### config.mk
export PLATFORM = sky130hd
export DESIGN_NAME = sbp_param_bank
export DESIGN_NICKNAME = d
export VERILOG_FILES = /design/src/rtl/sbp_pkg.sv /design/src/rtl/sbp_param_bank.sv
export SDC_FILE = /design/constraint.sdc
export NUM_CORES = 1
export LEC_CHECK = 0
export BUFFER_PORTS_ARGS = -buffer_cell sky130_fd_sc_hd__buf_2
export CORE_MARGIN = 2
export CORE_UTILIZATION = 55
export DETAILED_ROUTE_END_ITERATION = 16
export PLACE_DENSITY = 0.83
export SLEW_MARGIN = 20
export SYNTH_ARGS = -nofsm -noshare
export SYNTH_HDL_FRONTEND = slang
export SYNTH_SLANG_ARGS = --single-unit
### constraint.sdc
create_clock -name ref_clk -period 4.75 [get_ports ref_clk]
set_input_delay 0.475 -clock ref_clk [delete_from_list [all_inputs] [get_ports ref_clk]]
set_output_delay 0.475 -clock ref_clk [all_outputs]
set_load 0.05 [all_outputs]
### src/rtl/sbp_pkg.sv
// Package of constants and types for the servo basic-setting parameter bank
package sbp_pkg;
	// Object indices; byte address is four times the index
	localparam logic [15:0] IDX_MODEL  = 16'h2000;
	localparam logic [15:0] IDX_KIND   = 16'h2001;
	localparam logic [15:0] IDX_CPR    = 16'h2002;
	localparam logic [15:0] IDX_NODE   = 16'h2003;
	localparam logic [15:0] IDX_DIR    = 16'h2004;
	localparam logic [15:0] IDX_TURN   = 16'h2005;
	localparam logic [15:0] IDX_PFTIME = 16'h2007;
	localparam logic [15:0] IDX_CTRL   = 16'h2010;
	localparam logic [15:0] IDX_STATUS = 16'h2011;
	// Reset values; model default is arbitrary
	localparam logic [15:0] RST_MODEL  = 16'h0001;
	localparam logic [15:0] RST_KIND   = 16'h0001;
	localparam logic [31:0] RST_CPR    = 32'h00080000;
	localparam logic [15:0] RST_NODE   = 16'h0001;
	localparam logic [15:0] RST_DIR    = 16'h0000;
	localparam logic [15:0] RST_TURN   = 16'h0001;
	localparam logic [15:0] RST_PFTIME = 16'h0014;
	// Setting ranges
	localparam logic [15:0] MODEL_MAX  = 16'h270f;
	localparam logic [15:0] KIND_MAX   = 16'h0002;
	localparam logic [31:0] CPR_MAX    = 32'h40000000;
	localparam logic [15:0] NODE_MAX   = 16'h0063;
	localparam logic [15:0] DIR_MAX    = 16'h0001;
	localparam logic [15:0] TURN_MAX   = 16'h0002;
	localparam logic [15:0] PFTIME_MAX = 16'h1388;
	localparam logic [31:0] CPR_ABS    = 32'h00080000;
	// Field positions
	localparam int CTRL_RESTART_BIT = 0;
	localparam int STAT_READY_BIT   = 0;
	localparam int STAT_DET_BIT     = 1;
	localparam int STAT_KIND_LSB    = 2;
	localparam int STAT_LOSS_BIT    = 4;
	// Encoder kinds
	localparam logic [15:0] KIND_QUAD   = 16'h0000;
	localparam logic [15:0] KIND_MULTI  = 16'h0001;
	localparam logic [15:0] KIND_SINGLE = 16'h0002;
	// Timing
	localparam int CLK_PERIOD_NS = 10;
	localparam int MS_NS         = 1000000;
	localparam int MS_CYCLES_DEF = MS_NS / CLK_PERIOD_NS;

	typedef enum logic [2:0] {
		ST_INIT = 3'b001,
		ST_LOAD = 3'b010,
		ST_RUN  = 3'b100
	} sbp_st_e;

	typedef struct packed {
		sbp_st_e     st;
		logic [15:0] model;
		logic [15:0] kind;
		logic [31:0] cpr;
		logic [15:0] node;
		logic [15:0] dir;
		logic [15:0] turn;
		logic [15:0] pfTime;
		logic [15:0] aModel;
		logic [15:0] aKind;
		logic [31:0] aCpr;
		logic [15:0] aNode;
		logic        aDirCw;
		logic [47:0] pos;
		logic        decodeEn;
		logic [16:0] msCnt;
		logic [15:0] lossMs;
		logic        phaseLoss;
		logic        dphWr;
		logic        dphRd;
		logic [15:0] dphIdx;
		logic [31:0] hrdata;
		logic        hreadyout;
	} sbp_state_s;
endpackage : sbp_pkg

### src/rtl/sbp_param_bank.sv
// Basic-setting parameter bank with AHB-Lite slave and restart-class latching
`timescale 1ns/100ps
module sbp_param_bank
	import sbp_pkg::*;
#(
	parameter int MS_CYCLES = MS_CYCLES_DEF
) (
	input  wire logic        ref_clk,
	input  wire logic        rst,
	input  wire logic        hsel,
	input  wire logic [31:0] haddr,
	input  wire logic [1:0]  htrans,
	input  wire logic        hwrite,
	input  wire logic [2:0]  hsize,
	input  wire logic [31:0] hwdata,
	input  wire logic        hready,
	output logic      [31:0] hrdata,
	output logic             hreadyout,
	output logic             hresp,
	input  wire logic        encDetected,
	input  wire logic [1:0]  encDetKind,
	input  wire logic [15:0] motorIdAuto,
	input  wire logic [31:0] encSingleTurn,
	input  wire logic [15:0] encMultiTurn,
	input  wire logic        fbStep,
	input  wire logic        supplyLow,
	input  wire logic        restartReq,
	output logic      [15:0] activeModel,
	output logic      [15:0] activeKind,
	output logic      [31:0] activeCpr,
	output logic      [15:0] activeNode,
	output logic             dirClockwise,
	output logic      [47:0] posActual,
	output logic             decodeEn,
	output logic             phaseLoss
);
	sbp_state_s  s_r;
	sbp_state_s  s_nxt;
	logic [15:0] effKind;
	logic        isAbs;
	logic        accept;
	logic [15:0] aIdx;
	logic        aMapped;
	logic        restart;
	logic        inRange;

	// Detected serial encoder overrides the written kind
	assign effKind = encDetected ? {14'h0000, encDetKind} : s_r.kind;
	assign isAbs   = (effKind == KIND_MULTI) || (effKind == KIND_SINGLE);
	assign accept  = hsel && htrans[1] && hready;
	assign aIdx    = haddr[17:2];
	assign aMapped = (haddr[31:18] == 14'h0000) && (haddr[1:0] == 2'b00);
	assign restart = restartReq ||
		(s_r.dphWr && s_r.dphIdx == IDX_CTRL && hwdata[CTRL_RESTART_BIT]);

	// Setting-range check of the value in the write data phase
	always_comb begin
		unique case (s_r.dphIdx)
			IDX_MODEL:  inRange = hwdata[31:16] == 16'h0000 && hwdata[15:0] != 16'h0000
				&& hwdata[15:0] <= MODEL_MAX;
			IDX_KIND:   inRange = hwdata[31:16] == 16'h0000 && hwdata[15:0] <= KIND_MAX;
			IDX_CPR:    inRange = hwdata != 32'h00000000 && hwdata <= CPR_MAX;
			IDX_NODE:   inRange = hwdata[31:16] == 16'h0000 && hwdata[15:0] != 16'h0000
				&& hwdata[15:0] <= NODE_MAX;
			IDX_DIR:    inRange = hwdata[31:16] == 16'h0000 && hwdata[15:0] <= DIR_MAX;
			IDX_TURN:   inRange = hwdata[31:16] == 16'h0000 && hwdata[15:0] <= TURN_MAX;
			IDX_PFTIME: inRange = hwdata[31:16] == 16'h0000 && hwdata[15:0] <= PFTIME_MAX;
			default:    inRange = 1'b0;
		endcase
	end

	always_comb begin
		s_nxt = s_r;
		// Bus: writes zero-wait, reads one wait state
		s_nxt.hreadyout = 1'b1;
		s_nxt.dphWr = 1'b0;
		if (s_r.dphWr && inRange) begin
			unique case (s_r.dphIdx)
				IDX_MODEL:  s_nxt.model  = hwdata[15:0];
				IDX_KIND:   s_nxt.kind   = hwdata[15:0];
				IDX_CPR:    s_nxt.cpr    = hwdata;
				IDX_NODE:   s_nxt.node   = hwdata[15:0];
				IDX_DIR:    s_nxt.dir    = hwdata[15:0];
				IDX_TURN:   s_nxt.turn   = hwdata[15:0];
				IDX_PFTIME: s_nxt.pfTime = hwdata[15:0];
				default:    s_nxt.pfTime = s_r.pfTime;
			endcase
		end
		if (s_r.dphRd) begin
			s_nxt.dphRd = 1'b0;
			s_nxt.hrdata = 32'h00000000;
			unique case (s_r.dphIdx)
				IDX_MODEL:  s_nxt.hrdata = {16'h0000, s_r.model};
				IDX_KIND:   s_nxt.hrdata = {16'h0000, s_r.kind};
				IDX_CPR:    s_nxt.hrdata = isAbs ? CPR_ABS : s_r.cpr;
				IDX_NODE:   s_nxt.hrdata = {16'h0000, s_r.node};
				IDX_DIR:    s_nxt.hrdata = {16'h0000, s_r.dir};
				IDX_TURN:   s_nxt.hrdata = {16'h0000, s_r.turn};
				IDX_PFTIME: s_nxt.hrdata = {16'h0000, s_r.pfTime};
				IDX_STATUS: begin
					s_nxt.hrdata[STAT_READY_BIT] = s_r.decodeEn;
					s_nxt.hrdata[STAT_DET_BIT]   = encDetected;
					s_nxt.hrdata[STAT_KIND_LSB+:2] = effKind[1:0];
					s_nxt.hrdata[STAT_LOSS_BIT]  = s_r.phaseLoss;
				end
				default:    s_nxt.hrdata = 32'h00000000;
			endcase
		end else if (accept) begin
			s_nxt.dphIdx = aMapped ? aIdx : 16'hffff;
			s_nxt.dphWr = hwrite;
			s_nxt.dphRd = !hwrite;
			s_nxt.hreadyout = hwrite;
		end

		// Active copy only changes in the load state
		unique case (s_r.st)
			ST_INIT: s_nxt.st = ST_LOAD;
			ST_LOAD: begin
				s_nxt.aKind  = effKind;
				s_nxt.aModel = isAbs ? motorIdAuto : s_r.model;
				s_nxt.aCpr   = isAbs ? CPR_ABS : s_r.cpr;
				s_nxt.aNode  = s_r.node;
				s_nxt.aDirCw = s_r.dir[0];
				s_nxt.pos    = 48'h000000000000;
				if (s_r.turn == 16'h0000 && effKind == KIND_MULTI) begin
					s_nxt.pos = {encMultiTurn, encSingleTurn};
				end else if (s_r.turn == 16'h0002 && effKind == KIND_MULTI) begin
					s_nxt.pos = {16'h0000, encSingleTurn};
				end
				s_nxt.st = ST_RUN;
			end
			ST_RUN: begin
				if (fbStep) begin
					s_nxt.pos = s_r.pos + 48'h000000000001;
				end
			end
		endcase
		if (restart) begin
			s_nxt.st = ST_LOAD;
		end
		s_nxt.decodeEn = (s_nxt.st == ST_RUN);

		// Supply-loss observation in whole milliseconds
		if (!supplyLow) begin
			s_nxt.msCnt = 17'h00000;
			s_nxt.lossMs = 16'h0000;
			s_nxt.phaseLoss = 1'b0;
		end else if (s_r.lossMs >= s_r.pfTime) begin
			s_nxt.phaseLoss = 1'b1;
		end else if (s_r.msCnt == 17'(MS_CYCLES - 1)) begin
			s_nxt.msCnt = 17'h00000;
			s_nxt.lossMs = s_r.lossMs + 16'h0001;
		end else begin
			s_nxt.msCnt = s_r.msCnt + 17'h00001;
		end
	end

	always_ff @(posedge ref_clk) begin
		if (rst) begin
			s_r <= '{st: ST_INIT, model: RST_MODEL, kind: RST_KIND, cpr: RST_CPR,
				node: RST_NODE, dir: RST_DIR, turn: RST_TURN, pfTime: RST_PFTIME,
				aModel: RST_MODEL, aKind: RST_KIND, aCpr: RST_CPR, aNode: RST_NODE,
				aDirCw: 1'b0, pos: 48'h000000000000, decodeEn: 1'b0, msCnt: 17'h00000,
				lossMs: 16'h0000, phaseLoss: 1'b0, dphWr: 1'b0, dphRd: 1'b0,
				dphIdx: 16'h0000, hrdata: 32'h00000000, hreadyout: 1'b1};
		end else begin
			s_r <= s_nxt;
		end
	end

	assign hrdata       = s_r.hrdata;
	assign hreadyout    = s_r.hreadyout;
	assign hresp        = 1'b0;
	assign activeModel  = s_r.aModel;
	assign activeKind   = s_r.aKind;
	assign activeCpr    = s_r.aCpr;
	assign activeNode   = s_r.aNode;
	assign dirClockwise = s_r.aDirCw;
	assign posActual    = s_r.pos;
	assign decodeEn     = s_r.decodeEn;
	assign phaseLoss    = s_r.phaseLoss;
endmodule : sbp_param_bank

; After elaboration in Yosys (flattened, before gate mapping)
; Index checks and enable logic that the tools add are counted.
; W data, S select, Z words.
[classes]
n_addsub = 3
n_mul = 0
div = 0
order_cmp = 7
eq_ne = 18
n_shift = 0
n_mux = 14
bitwise = 4
reduce_logical = 38
[op_table]
columns = operator, count
row1 = $pmux W27 S7, 1
row2 = $eq A16 B14 Y1 const B, 9
row3 = $mux W48, 2
row4 = $pmux W48 S2, 1
row5 = $mux W32, 2
row6 = $add A48 B1 Y48 const B, 1
row7 = $mux W16, 3
row8 = $pmux W5 S8, 1
row9 = $eq A16 B2 Y1 const B, 2
row10 = $le A32 B31 Y1 const B, 1
row11 = $logic_not A16 Y1, 2
row12 = $reduce_bool A32 Y1, 1
row13 = $reduce_and A2 Y1, 10
row14 = $add A17 B1 Y17 const B, 1
row15 = $eq A17 B17 Y1 const B, 1
row16 = $mux W17, 1
row17 = $add A16 B1 Y16 const B, 1
row18 = $eq A16 B1 Y1 const B, 1
row19 = $ge A16 B16 Y1, 1
row20 = $le A16 B1 Y1 const B, 1
row21 = $le A16 B13 Y1 const B, 1
row22 = $le A16 B14 Y1 const B, 1
row23 = $le A16 B2 Y1 const B, 1
row24 = $le A16 B7 Y1 const B, 1
row25 = 17 further kinds, 37
[totals]
reg_bits = 346
latchBits = 0
mem_bits_rw = 0
mem_bits_ro = 0
input_bits = 144
out_inout_bits = 165
mem_count = 0

; Depth between registers and ports, before layout
[depth]
ltp_word = 6
mapped_depth = 11
ltp_nobuf = 9

; Worst setup path before layout
; No wires, ideal clock.
[synth_timing]
kind = reg-to-reg
start = register s_r[230] (netlist name)
end = register s_r[63] (netlist name)
arrival_time_ns = 2.379
required_ns = 4.632
slack_ns = 2.253
path_stages_with_launch = 10
path_buffers = 0
path_cell_list = dfxtp_1 > inv_1 > ha_1 > a21oi_1 > o21ai_0 > a2111oi_0 > a21boi_1 > o21ai_1 > or3b_2 > mux2i_1
[synth_between]
elab_chain_len = 3
[synth_rtl]
columns = item, line
row1 = start: declaration, sbp_param_bank.sv:37  ; sbp_state_s s_r;
row2 = start signal: assignment, sbp_param_bank.sv:160  ; s_r <= '{st: ST_INIT, model: RST_MODEL, kind: RST_KIND, cpr: RST_CPR,
row3 = start signal: assignment, sbp_param_bank.sv:167  ; s_r <= s_nxt;
row4 = $ge A16 B16 Y1, sbp_param_bank.sv:148  ; end else if (s_r.lossMs >= s_r.pfTime) begin
row5 = $not A1 Y1 (no line), n/a
row6 = $reduce_and A2 Y1 (no line), n/a
; No other way between the ends.
; A chain may end at the register's enable or synchronous reset.

; Worst setup path after layout
[layout_timing]
start = register s_r[45] (netlist name)
end = register s_r (netlist bit hrdata[30])
[layout_between]
elab_chain_len = 2
word_cells_on_any_way = 8
classes_between = eq/ne: 7 / mux: 1
[layout_rtl]
columns = item, line
row1 = $eq A16 B14 Y1, sbp_param_bank.sv:92  ; unique case (s_r.dphIdx)
row2 = $pmux W27 S7 *, sbp_param_bank.sv:92
; Mark *: on every way between the ends. The rest lies on a longest branch, timed or not.

==> flow_metrics.env <==
export IMPL_crit_chain="or4b_1, nand4b_2, nor3_2, and3_1, buf_4, nand3_1, a21oi_1"
export IMPL_final_antenna_net_count=0
export IMPL_power_leakage_nw=7.04
export IMPL_crit_slowest_cell="and3_1"
export IMPL_slew_violations=0
export IMPL_buffer_ports_inserted=303
export IMPL_grtUsageMet1_pct=39.3
export IMPL_min_period_over_period_pct=69.1
export IMPL_chipWidth_um=178
export IMPL_yosysTopAreaCell="dfxtp_1"
export IMPL_cts_setup_buffers=0
export IMPL_final_nets=2219
export IMPL_viasPerCell=6.16
export IMPL_ys_flop_type="dfxtp_1"
export IMPL_start_util_pct=55.9
export IMPL_root_buffer="clkbuf_16"
export IMPL_outcome="completed"
export IMPL_start_kind="flip-flop"
export IMPL_drt_total_wl_mm=48.6
export IMPL_max_slew_margin_pct=27.4
export IMPL_rsz0062_at_grt="false"
export IMPL_fp_dieArea_mm2=0.0315
export IMPL_r2r_start="s_r[45]$_SDFFE_PP0P_"
export IMPL_rrSetupSlack_ns=1.47
export IMPL_ys_ff_latch=346
export IMPL_synth_cells=1977
export IMPL_reg2reg_depth=7
export IMPL_syn_num_nets=2140
export IMPL_crit_path_end_kind="flip-flop"
export IMPL_min_path_type="primary input to flip-flop"
export IMPL_hpwl_mm=33.6
export IMPL_max_freq_mhz=305
export IMPL_drive_gt1_share_pct=20.6
export IMPL_numCtsBuffers=37
export IMPL_hold_viol=0
export IMPL_min_period_ns=3.28
export IMPL_gp_congestion=0.962
export IMPL_path_clk_slew_ns=0.06
export IMPL_area_growth_pct=10.6
export IMPL_tightest_slew_ns=1.09
export IMPL_total_power_w=0.00631
export IMPL_die_h_um=178
export IMPL_grt_busiest_layer="met2"
export IMPL_max_stage_delay_ns=0.73
export IMPL_clock_latency_ns=0.53
export IMPL_drcViolationCount=0
export IMPL_path_max_fanout=17
export IMPL_final_setup_tns_ns=0
export IMPL_clock_path_buffers=3
export IMPL_hold_depth=2
export IMPL_max_cap_violations=0
export IMPL_grt_pass1_vias=13800
export IMPL_synth_edff_count=0
export IMPL_multi_input_comb_area_mm2=0.00784
export IMPL_synth_top_area_share_pct=41.8
export IMPL_cts_max_level=2
export IMPL_synthTopCellsByArea="dfxtp_1, buf_4, a21oi_1, nand2_1, nor2_1"
export IMPL_drtIter0Drc=1446
export IMPL_global_route_usage_met3_pct=6.92
export IMPL_core_mm2=0.0296
export IMPL_grt_max_degree=171
export IMPL_vdd_drop_max_mv=0.233
export IMPL_power_density_cell_area_mw_per_mm2=345
export IMPL_layout_common_cells="dfxtp_1, buf_2, nand2_1, a21oi_1, nor2_1"
export IMPL_startpoint="s_r[45]$_SDFFE_PP0P_"
export IMPL_netlist_cell_type_count=82
export IMPL_async_reset_ff_share_pct=0
export IMPL_grt_antenna_before_repair=7
export IMPL_min_from="encMultiTurn[9]"
export IMPL_num_io_pins=309
export IMPL_synth_area_mm2=0.0166
export IMPL_critPathKind="flip-flop to flip-flop"
export IMPL_ys_seq_area_share_pct=41.8
export IMPL_grt_first_pass_wirelength_mm=74.5
export IMPL_cts_sinks=346
export IMPL_seq_area_mm2=0.00693
export IMPL_skew_ns=0.0232
export IMPL_crit_required_ns=5.18
export IMPL_cts_hold_buf=0
export IMPL_fillers=2576
export IMPL_overflow=0
export IMPL_wl_per_cell_um=19.6
export IMPL_cts_resized=0
export IMPL_layout_commonest_cell="dfxtp_1"
export IMPL_first_pass_iters=10
export IMPL_avgSynthCellArea_um2=8.38
export IMPL_ys_warn_count=0
export IMPL_grt_total_usage_pct=29.5
export IMPL_vias=15200
export IMPL_arrival_ns=3.71
export IMPL_setup_violations=0
export IMPL_use_met2_pct=47.1
export IMPL_rows=63
export IMPL_cts_tree="built"
export IMPL_timing_rr_end="hrdata[30]$_SDFFE_PP0P_"
export IMPL_endpoint="hrdata[30]$_SDFFE_PP0P_"
-- report_power, final --
group / internal [W] / leakage [nW] / switching, W
sequential: 0.00294 / 2.80 / 0.0000409
combinational: 0.000139 / 3.65 / 0.000328
clock: 0.00169 / 0.598 / 0.00118
-- layout make-up --
cell class	count	area share, %
multi-input combinational	1310	42.8
sequential	346	37.8
timing repair buffer	329	9.40
clock buffer	57	6.35
tap	390	2.66
inverter	32	0.656
clock inverter	8	0.266
antenna	5	0.0683
-- critical path, delay by kind of cell (launching register included) --
kind            cells  cell delay (ns)
compound gates      1             0.25
buf+inv             1             0.36
flops               1             0.30
simple gates        5             2.27
-- cells by family after synthesis --
logic type / after synthesis / share of synthesized area (%)
AND/OR/NAND/NOR: 787 / 25.1
AO/OA/AOI/OAI: 446 / 17.4
flip-flops: 346 / 41.8
buffers and inverters: 321 / 11.0
XOR/XNOR: 30 / 1.59
multiplexers: 27 / 1.64
adder cells (fa/ha/maj): 19 / 1.44
other: 1 / 0.0226
-- stage by stage --
| stage | std cells | util [%] | setup slack, ns | hold slack, ns | instance area (µm²) |
|---|---|---|---|---|---|
| floorplan | 1977 | - | 2.25 | 0.427 | 16600 |
| global route | 2475 | 61.8 | 1.38 | 0.173 | 18300 |
| finish | 2477 | 61.8 | 1.47 | 0.168 | 18300 |
| global placement | 2407 | 57.6 | 1.65 | 0.432 | 17100 |
| detailed placement | 2407 | 57.7 | 1.61 | 0.438 | 17100 |
| CTS | 2472 | 61.7 | 1.58 | 0.159 | 18300 |
-- how the worst min path moves through the flow --
stage	end
after global routing	posActual[35]$_SDFFE_PP0P_
after floorplan	hrdata[10]$_SDFFE_PP0P_
after CTS	posActual[41]$_SDFFE_PP0P_
after global placement	hrdata[7]$_SDFFE_PP0P_
after detailed placement	hrdata[14]$_SDFFE_PP0P_
final	posActual[41]$_SDFFE_PP0P_
-- cells in the mapped netlist (16+ instances only) --
| library cell | number |
|---|---|
| a211oi_1 | 24 |
| a21oi_1 | 164 |
| a222oi_1 | 16 |
| a22oi_1 | 34 |
| a31oi_1 | 23 |
| and3_1 | 19 |
| buf_4 | 161 |
| clkbuf_1 | 110 |
| dfxtp_1 | 346 |
| ha_1 | 19 |
| inv_1 | 31 |
| mux2i_1 | 26 |
| nand2_1 | 209 |
| nand2b_1 | 25 |
| nand3_1 | 100 |
| nand3b_1 | 50 |
| nand4_1 | 19 |
| nor2_1 | 149 |
| nor3_1 | 63 |
| nor3b_1 | 39 |
| nor4_1 | 27 |
| o21ai_0 | 65 |
| xor2_1 | 17 |
-- sequential cells by signal (all words and copies together) (netlist names) --
signal / cells
activeCpr: 32
posActual: 48
activeKind: 16
dirClockwise: 1
activeNode: 16
decodeEn: 1
activeModel: 16
hreadyout: 1
s_r: 182
hrdata: 32
phaseLoss: 1
-- metal layers --
metal | vias to the layer above | wire length [µm]
li1 | 7094 | -
met1 | 7251 | 20100
met2 | 786 | 22200
met3 | 112 | 4840
met4 | 4 | 1470
met5 | - | 24
No activity file was read; power rests on OpenSTA's default activity.
